`src/sfa_pkg.sv`:
```
/*
 * Package for the receive frame aligner and its status LED driver.
 * Holds state encodings, header bytes and timing constants.
 * Assumes a 10 MHz core clock and an 8-bit receive byte stream.
 */
package sfa_pkg;

	// Aligner states.
	typedef enum logic [1:0] {
		ST_SEARCH,
		ST_CHECK,
		ST_LOCK,
		ST_FLYWHEEL
	} sfa_state_e;

	// Header bytes that mark the frame start.
	localparam logic [7:0] HDR_A1 = 8'hf6;
	localparam logic [7:0] HDR_A2 = 8'h28;

	// Bytes from the A1 byte to the next frame's A1 byte (one STS-1 frame).
	localparam logic [15:0] FRAME_LEN = 16'h0366;

	// Frame period in microseconds, with checks needed and misses allowed.
	localparam int FRAME_PERIOD_US = 125;
	localparam logic [1:0] CHECK_FRAMES = 2'h3;
	localparam logic [1:0] FLY_MISSES = 2'h3;

	// Clock rate and blink timing: half period 0.4 s gives 1.25 Hz.
	localparam int CLK_HZ = 10000000;
	localparam int BLINK_HALF_MS = 400;
	localparam int BLINK_HALF_CYC = CLK_HZ / 1000 * BLINK_HALF_MS;

	// Reset values.
	localparam logic [1:0] LED_OFF = 2'h0;
	localparam logic [15:0] POS_RESET = 16'h0000;
	localparam logic [31:0] CNT_RESET = 32'h00000000;

	// Bit position of the in-frame flag and the counter-run bit.
	localparam int IN_FRAME_BIT = 7;
	localparam int CNT_RUN_BIT = 7;

endpackage : sfa_pkg

```
`src/sfa_led_drv.sv`:
```
/*
 * Bicolor status LED driver for one port.
 * Assumes its condition inputs are synchronous to the core clock.
 */
module sfa_led_drv
	import sfa_pkg::*;
#(
	parameter int BLINK_CYC = BLINK_HALF_CYC
) (
	// Clock and reset.
	input wire logic i_clk,
	input wire logic i_rst,
	// Conditions.
	input wire logic i_clk_locked,
	input wire logic i_sig_det,
	input wire logic i_in_frame,
	// LED elements: bit 1 green, bit 0 red.
	output logic [1:0] o_led
);

	logic [31:0] blink_cnt_q;
	logic blink_q;

	// Slow blink phase toggles every half period.
	always_ff @(posedge i_clk or posedge i_rst) begin
		if (i_rst) begin
			blink_cnt_q <= CNT_RESET;
			blink_q <= 1'b0;
		end else if (blink_cnt_q == 32'(BLINK_CYC - 1)) begin
			blink_cnt_q <= CNT_RESET;
			blink_q <= ~blink_q;
		end else begin
			blink_cnt_q <= blink_cnt_q + 32'h00000001;
		end
	end

	// Colour choice: green, red, or both for orange; blink while unlocked.
	always_ff @(posedge i_clk or posedge i_rst) begin
		if (i_rst) begin
			o_led <= LED_OFF;
		end else if (!i_clk_locked) begin
			o_led <= blink_q ? {i_sig_det, 1'b1} : LED_OFF;
		end else if (!i_sig_det) begin
			o_led <= 2'h1;
		end else if (!i_in_frame) begin
			o_led <= 2'h3;
		end else begin
			o_led <= 2'h2;
		end
	end

endmodule // sfa_led_drv

```
`src/sfa_aligner.sv`:
```
/*
 * Receive frame aligner for one port, with its status LED.
 * Assumes byte data arrives on I_CLOCK with a valid strobe; lock and
 * signal-detect come from the line side asynchronously.
 */
// Contract
// - Hunt and lock only while framing is enabled.
// - Forward header bytes with the payload toward the host.
// - Search scans for A1 then A2; first match goes to check.
// - Three consecutive good frames in check declare lock; a miss searches.
// - Lock forwards frames and verifies header; a miss enters flywheel.
// - Three consecutive missed headers end in search; a hit returns to lock.
// - Flywheel forwards frames just like lock.
// - One bicolor LED shows clock lock, signal and framing.
// - Green all good, red signal and frame bad, orange mixed.
// - Unlocked blinks red or orange; locked shows steady red, orange, green.
// - LED blinks while clock unlocked, steady once locked.
// - In-frame flag at bit 7 set while locked.
// - Framing error counters run only while counter-run bit 7 is set.
module sfa_aligner
	import sfa_pkg::*;
#(
	parameter int BLINK_CYC = BLINK_HALF_CYC
) (
	// Clock and reset.
	input wire logic I_CLOCK,
	input wire logic I_RST,
	// Control.
	input wire logic I_FRAMING_EN,
	input wire logic [7:0] I_FRAME_STAT_CTRL,
	// Line status pins.
	input wire logic I_RX_CLK_LOCKED,
	input wire logic I_SIG_DET,
	// Received byte stream.
	input wire logic [7:0] I_RX_DATA,
	input wire logic I_RX_VALID,
	// Stream toward host.
	output logic [7:0] O_HOST_DATA,
	output logic O_HOST_VALID,
	output logic O_HOST_SOF,
	// Status.
	output logic [7:0] O_FRAME_STATUS,
	output logic [31:0] O_LOF_COUNT,
	output logic [31:0] O_PATTERN_ERR_COUNT,
	// LED: bit 1 green, bit 0 red.
	output logic [1:0] O_LED
);

	sfa_state_e state_q, state_d;
	logic [2:0] lock_sync_q, sig_sync_q;
	logic lock_f_q, sig_f_q;
	logic prev_a1_q;
	logic [15:0] pos_q;
	logic [1:0] cnt_q;
	logic hit, at_hdr, hunt, line_ok, run;

	// Three-stage synchronisers; a change counts once stages two and three agree.
	always_ff @(posedge I_CLOCK or posedge I_RST) begin
		if (I_RST) begin
			lock_sync_q <= 3'h0;
			sig_sync_q <= 3'h0;
			lock_f_q <= 1'b0;
			sig_f_q <= 1'b0;
		end else begin
			lock_sync_q <= {lock_sync_q[1:0], I_RX_CLK_LOCKED};
			sig_sync_q <= {sig_sync_q[1:0], I_SIG_DET};
			if (lock_sync_q[1] == lock_sync_q[2]) begin
				lock_f_q <= lock_sync_q[2];
			end
			if (sig_sync_q[1] == sig_sync_q[2]) begin
				sig_f_q <= sig_sync_q[2];
			end
		end
	end

	// Header detection and frame position.
	assign hit = I_RX_VALID && prev_a1_q && (I_RX_DATA == HDR_A2);
	assign at_hdr = I_RX_VALID && (pos_q == FRAME_LEN - 16'h0001);
	assign line_ok = lock_f_q && sig_f_q;
	assign hunt = I_FRAMING_EN && line_ok;
	assign run = I_FRAME_STAT_CTRL[CNT_RUN_BIT];

	// Remember whether the previous valid byte was A1.
	always_ff @(posedge I_CLOCK or posedge I_RST) begin
		if (I_RST) begin
			prev_a1_q <= 1'b0;
		end else if (I_RX_VALID) begin
			prev_a1_q <= (I_RX_DATA == HDR_A1);
		end
	end

	// Byte position since the A2 byte; restarts on a header found in search and at every expected header position.
	always_ff @(posedge I_CLOCK or posedge I_RST) begin
		if (I_RST) begin
			pos_q <= POS_RESET;
		end else if (state_q == ST_SEARCH && hit) begin
			pos_q <= POS_RESET;
		end else if (at_hdr) begin
			pos_q <= POS_RESET;
		end else if (I_RX_VALID) begin
			pos_q <= pos_q + 16'h0001;
		end
	end

	// Next-state logic; search moves on any header, other states at each expected header position.
	always_comb begin
		state_d = state_q;
		case (state_q)
			ST_SEARCH: begin
				if (hit) begin
					state_d = ST_CHECK;
				end
			end
			ST_CHECK: begin
				if (at_hdr && !hit) begin
					state_d = ST_SEARCH;
				end else if (at_hdr && cnt_q == CHECK_FRAMES - 2'h1) begin
					state_d = ST_LOCK;
				end
			end
			ST_LOCK: begin
				if (at_hdr && !hit) begin
					state_d = ST_FLYWHEEL;
				end
			end
			ST_FLYWHEEL: begin
				if (at_hdr && hit) begin
					state_d = ST_LOCK;
				end else if (at_hdr && cnt_q == FLY_MISSES - 2'h1) begin
					state_d = ST_SEARCH;
				end
			end
			default: begin
				state_d = ST_SEARCH;
			end
		endcase
	end

	// State register; disabled framing or a lost line forces search.
	always_ff @(posedge I_CLOCK or posedge I_RST) begin
		if (I_RST) begin
			state_q <= ST_SEARCH;
		end else if (!hunt) begin
			state_q <= ST_SEARCH;
		end else begin
			state_q <= state_d;
		end
	end

	// Counts good frames in check and misses in flywheel.
	// The miss that leaves lock is the first of the consecutive misses,
	// so loss of frame follows the third missing header, not the fourth.
	always_ff @(posedge I_CLOCK or posedge I_RST) begin
		if (I_RST) begin
			cnt_q <= 2'h0;
		end else if (!hunt) begin
			cnt_q <= 2'h0;
		end else if (state_q == ST_LOCK && state_d == ST_FLYWHEEL) begin
			cnt_q <= 2'h1;
		end else if (state_d != state_q) begin
			cnt_q <= 2'h0;
		end else if (at_hdr && (state_q == ST_CHECK
				|| state_q == ST_FLYWHEEL)) begin
			cnt_q <= cnt_q + 2'h1;
		end
	end

	// Forward every byte, headers included, while locked or coasting.
	always_ff @(posedge I_CLOCK or posedge I_RST) begin
		if (I_RST) begin
			O_HOST_DATA <= 8'h00;
			O_HOST_VALID <= 1'b0;
			O_HOST_SOF <= 1'b0;
		end else begin
			O_HOST_DATA <= I_RX_DATA;
			O_HOST_VALID <= I_RX_VALID && hunt
				&& (state_q == ST_LOCK || state_q == ST_FLYWHEEL);
			O_HOST_SOF <= I_RX_VALID && hunt && prev_a1_q
				&& (I_RX_DATA == HDR_A2)
				&& (state_q == ST_LOCK || state_q == ST_FLYWHEEL);
		end
	end

	// Status byte: bit 7 in-frame, low bits show the state.
	always_ff @(posedge I_CLOCK or posedge I_RST) begin
		if (I_RST) begin
			O_FRAME_STATUS <= 8'h00;
		end else begin
			O_FRAME_STATUS <= 8'h00;
			O_FRAME_STATUS[IN_FRAME_BIT] <= (state_q == ST_LOCK);
			O_FRAME_STATUS[1:0] <= state_q;
		end
	end

	// Error counters run only while the counter-run bit is set.
	always_ff @(posedge I_CLOCK or posedge I_RST) begin
		if (I_RST) begin
			O_LOF_COUNT <= CNT_RESET;
			O_PATTERN_ERR_COUNT <= CNT_RESET;
		end else if (run) begin
			if (hunt && state_q == ST_FLYWHEEL && state_d == ST_SEARCH) begin
				O_LOF_COUNT <= O_LOF_COUNT + 32'h00000001;
			end
			if (hunt && at_hdr && !hit && (state_q == ST_LOCK
					|| state_q == ST_FLYWHEEL)) begin
				O_PATTERN_ERR_COUNT <= O_PATTERN_ERR_COUNT + 32'h00000001;
			end
		end
	end

	// Status LED; its output is a flip-flop inside the driver.
	sfa_led_drv #(
		.BLINK_CYC(BLINK_CYC)
	) u_led (
		.i_clk(I_CLOCK),
		.i_rst(I_RST),
		.i_clk_locked(lock_f_q),
		.i_sig_det(sig_f_q),
		.i_in_frame(state_q == ST_LOCK),
		.o_led(O_LED)
	);

endmodule // sfa_aligner

```
`config.mk`:
```
export PLATFORM = sky130hd
export DESIGN_NAME = sfa_aligner
export DESIGN_NICKNAME = d
export VERILOG_FILES = /design/src/sfa_pkg.sv /design/src/sfa_led_drv.sv /design/src/sfa_aligner.sv
export SDC_FILE = /design/constraint.sdc
export NUM_CORES = 1
export LEC_CHECK = 0
export ABC_CLOCK_PERIOD_IN_PS = 4700
export BUFFER_PORTS_ARGS = -buffer_cell sky130_fd_sc_hd__buf_2
export CAP_MARGIN = 20
export CORE_ASPECT_RATIO = 1.5
export CORE_UTILIZATION = 35
export DETAILED_ROUTE_END_ITERATION = 8
export GPL_TIMING_DRIVEN = 0
export PLACE_DENSITY = 0.63
export SETUP_SLACK_MARGIN = 0.05
export SLEW_MARGIN = 15
export SYNTH_ARGS = -nofsm -noshare
export SYNTH_HDL_FRONTEND = slang
export SYNTH_HIERARCHICAL = 1
export SYNTH_SLANG_ARGS = --single-unit
```
`constraint.sdc`:
```
create_clock -name I_CLOCK -period 4.7 [get_ports I_CLOCK]
set_input_delay 0.94 -clock I_CLOCK [delete_from_list [all_inputs] [get_ports I_CLOCK]]
set_output_delay 0.94 -clock I_CLOCK [all_outputs]
set_load 0.02 [all_outputs]
```
==> run_results.csv <==
group,metric,value,unit
outcome,status,"complete, no violations",
sta,maxSlewViolCount,0,
floorplanning,coreArea,0.0186,mm^2
detailed_routing,first_pass_iters,4,
floorplanning,die_h,171,um
detailed_routing,drc_errors,0,
placed_design,dp_hpwl,10.3,mm
detailed_routing,initialDrtViolationCount,193,
clock_tree,postCtsSetupBuffers,0,
power_and_ir_drop,p_leak,0.00391,uW
layout,final_common_cell,"dfrtp_1",
setup_path,r2r_start,"pos_q[1]",
floorplanning,row_count,61,
layout,n_antenna_cell,0,
synthesis,synth_top_family_by_area,"simple AND/OR/NAND/NOR gates",
job,maxCapViolCount,0,
clock_tree,numClockSinks,141,
clock_tree,htreeDepth,4,
sta,hold_viol,0,
synthesis,synth_cell_types,59,
global_route,antenna_found_initial,0,
layout,nNetsFinal,748,
floorplanning,start_util,35.8,%
setup_path,worstSetupPathType,"in2reg",
detailed_routing,vias,4868,
sta,slew_headroom,46.6,%
power_and_ir_drop,power.internal,2150,uW
setup_path,end_kind,"register",
setup_path,crit_slowest_cell,"nor4b_1",
synthesis,yosysWarnings,6,
synthesis,yosysSeqAreaShare,53.0,%
synthesis,synth_xor_area_share,13.0,%
detailed_routing,wirelength_met1,6.09,mm
placed_design,port_buffers,93,
synthesis,syn_inst,603,
sta,setup_ws,2.13,ns
clock_tree,cts_tree,"done",
power_and_ir_drop,powerDensity,346,mW/mm^2
sta,skew,0.0101,ns
clock_tree,clk_pin_slew,0.06,ns
sta,fin_crit,2.57,ns
synthesis,synth.mux.area_fraction,0.958,%
power_and_ir_drop,p_comb_share,4.1,%
clock_tree,cts_resized,0,
setup_path,crit_required,4.98,ns
hold_path,holdPathStages,0,
sta,fmax,389,MHz
power_and_ir_drop,vdd_drop_max,0.186,mV
synthesis,dominantRegCellSynth,"dfrtp_1",
detailed_routing,wl_met3,477,um
synthesis,synth_compound_area_share,3.14,%
global_route,overflow,0,
synthesis,synthTopCellsByArea,"dfrtp_1 53%, xnor2_1 6.8%, xor2_1 6.2%",
floorplanning,die_w,115,um
setup_path,path_max_fanout,10,
floorplanning,die-area,0.0196,mm^2
power_and_ir_drop,power,2810,uW
setup_path,reg2reg_to,"O_PATTERN_ERR_COUNT[23]",
detailed_routing,top_layer,"met4",
synthesis,ys_ff_latch,141,
power_and_ir_drop,p_sw,657,uW
synthesis,postSynthAreaPerCell,11.0,um^2
layout,drive_gt1_share,23.3,%
layout,post-route-util,43.5,%
global_route,grt_max_degree,84,
clock_tree,clockRootBuffer,"clkbuf_16",
setup_path,cp_cell_sequence,"buf_2 -> nor4b_1 -> nand4_1 -> nand2_1 -> clkbuf_1 -> nor2_1",
layout,area_growth_syn_to_layout,21.7,%
global_route,track_usage,16.1,%
power_and_ir_drop,seqPwrFrac,45.6,%
detailed_routing,wl,14.4,mm
global_route,grt_pass1_vias,4947,
setup_path,crit_path_max_incr_delay,0.65,ns
floorplanning,pin_count,106,
synthesis,synth_edf_count,0,
hold_path,hold_start,"lock_sync_q[0]",
sta,rsz0062_at_grt,"false",
clock_tree,cts_hold_buf,0,
layout,final_cell_mix,"141 x dfrtp_1, 95 x buf_2, 52 x xnor2_1",
synthesis,synthSimpleGateAreaFrac,25.2,%
hold_path,holdPathEnd,"lock_sync_q[1]",
synthesis,synth_fa_ha_area_share,1.43,%
setup_path,r2r_slack,2.16,ns
hold_path,hold_path.class,"reg2reg",
placed_design,post-place-ws,1.67,ns
placed_design,gp_congestion,0.833,
global_route,grt_pass1_wl,24.6,mm
sta,tns,0,ns
detailed_routing,postRouteAntennaNets,0,
setup_path,arrival,2.85,ns
power_and_ir_drop,power_frac_clock,50.3,%
synthesis,synth.cell_area,0.00666,mm^2
clock_tree,cts_made_buffers,17,
sta,setup_viol,0,
detailed_routing,wl_per_cell,14.6,um
synthesis,synth_top_area_share,53.0,%
sta,worst_pin_slew,0.796,ns
clock_tree,clk_latency,0.42,ns
synthesis,yosysTopAreaCell,"dfrtp_1",
power_and_ir_drop,swShare,23.4,%
setup_path,start_kind,"input port",
sta,post-route-period-util,54.6,%
setup_path,reg2reg_depth,8,
synthesis,async_flop_share,100,%
detailed_routing,routed-wl-met2,7.56,mm
detailed_routing,viasPerCell,4.94,
clock_tree,clockBufferDepth,2,
[stage by stage]
step	hold WS [ns]	cells	cell area (um^2)
floorplan	0.331	607	6670
global placement	0.332	952	7450
detailed placement	0.345	953	7490
CTS	0.356	985	8110
global route	0.358	985	8110
finish	0.356	985	8110
[Yosys cell counts, drive strengths merged (2+ instances only)]
master	number
nor2b	5
dfrtp	141
o211ai	2
and3	12
or4	2
nand3b	2
o31ai	3
nor4	23
maj3	2
and2	5
or3	7
xor2	47
o22ai	2
and4	10
nand4	41
a31oi	3
nor2	45
o21ai	8
inv	20
a21oi	6
nor3	22
nor3b	2
mux2	3
ha	6
clkbuf	9
nor4b	5
mux2i	3
nand3	46
nand2	41
buf	13
or2	2
xnor2	52
[sequential cells by signal (all words and copies together), names as in the netlist]
register	cells
u_led/o_led	2
O_HOST_DATA	8
cnt_q	2
O_LOF_COUNT	32
prev_a1_q	1
O_HOST_SOF	1
O_PATTERN_ERR_COUNT	32
pos_q	16
lock_sync_q	3
state_q	2
O_FRAME_STATUS	3
lock_f_q	1
O_HOST_VALID	1
u_led/blink_cnt_q	32
sig_sync_q	3
u_led/blink_q	1
sig_f_q	1
[worst max-delay path, delay by kind of cell]
kind	cells	cell delay, ns
buffers and inverters	2	0.51
and+or+nand+nor	4	1.40
[layer usage]
layer | up-vias | global-route usage (%)
met5 | - | 0
met4 | 0 | 6.44
met3 | 25 | 3.65
met2 | 83 | 27.6
met1 | 2410 | 19.5
li1 | 2350 | -
[final cells by class]
| cell class | instances | area, um^2 |
|---|---|---|
| fillers | 1841 | 10500 |
| flip-flops and latches | 141 | 3530 |
| multi-input cells | 424 | 2930 |
| repair buffers | 94 | 493 |
| clock buffers | 19 | 443 |
| well taps | 252 | 315 |
| clock inverters | 13 | 176 |
| plain buffers | 22 | 139 |
| inverters | 20 | 80.1 |
[cells by family (layout without fill, tap and decap cells)]
group | Yosys count | after routing
simple gates | 274 | 274
flops | 141 | 141
xor+xnor | 99 | 99
buf+inv | 42 | 168
compound gates | 32 | 32
fa+ha+maj | 8 | 8
mux | 6 | 6
other cells | 1 | 5
[power groups by stage]
stage	clock network, uW	registers, uW	logic (uW)
finish	1410	1280	115
global placement	0	1300	113
CTS	1450	1280	119
detailed placement	0	1300	120
floorplan	0	1300	76.3
global route	1490	1290	133
[how the worst max path moves through the flow]
stage                 start                       to  slack [ns]  cells past startpoint
2_1_floorplan         I_RST        O_FRAME_STATUS[0]        0.97                      1
3_3_place_gp          I_RST          O_LOF_COUNT[24]       -0.48                      2
3_5_place_dp     I_RX_VALID  O_PATTERN_ERR_COUNT[23]        1.67                      7
4_1_cts            pos_q[1]  O_PATTERN_ERR_COUNT[23]        2.09                      8
5_1_grt            pos_q[1]  O_PATTERN_ERR_COUNT[21]        1.90                      8
6_report       I_RX_DATA[4]                 pos_q[6]        2.13                      6
Power figures use the tool's default switching activity.
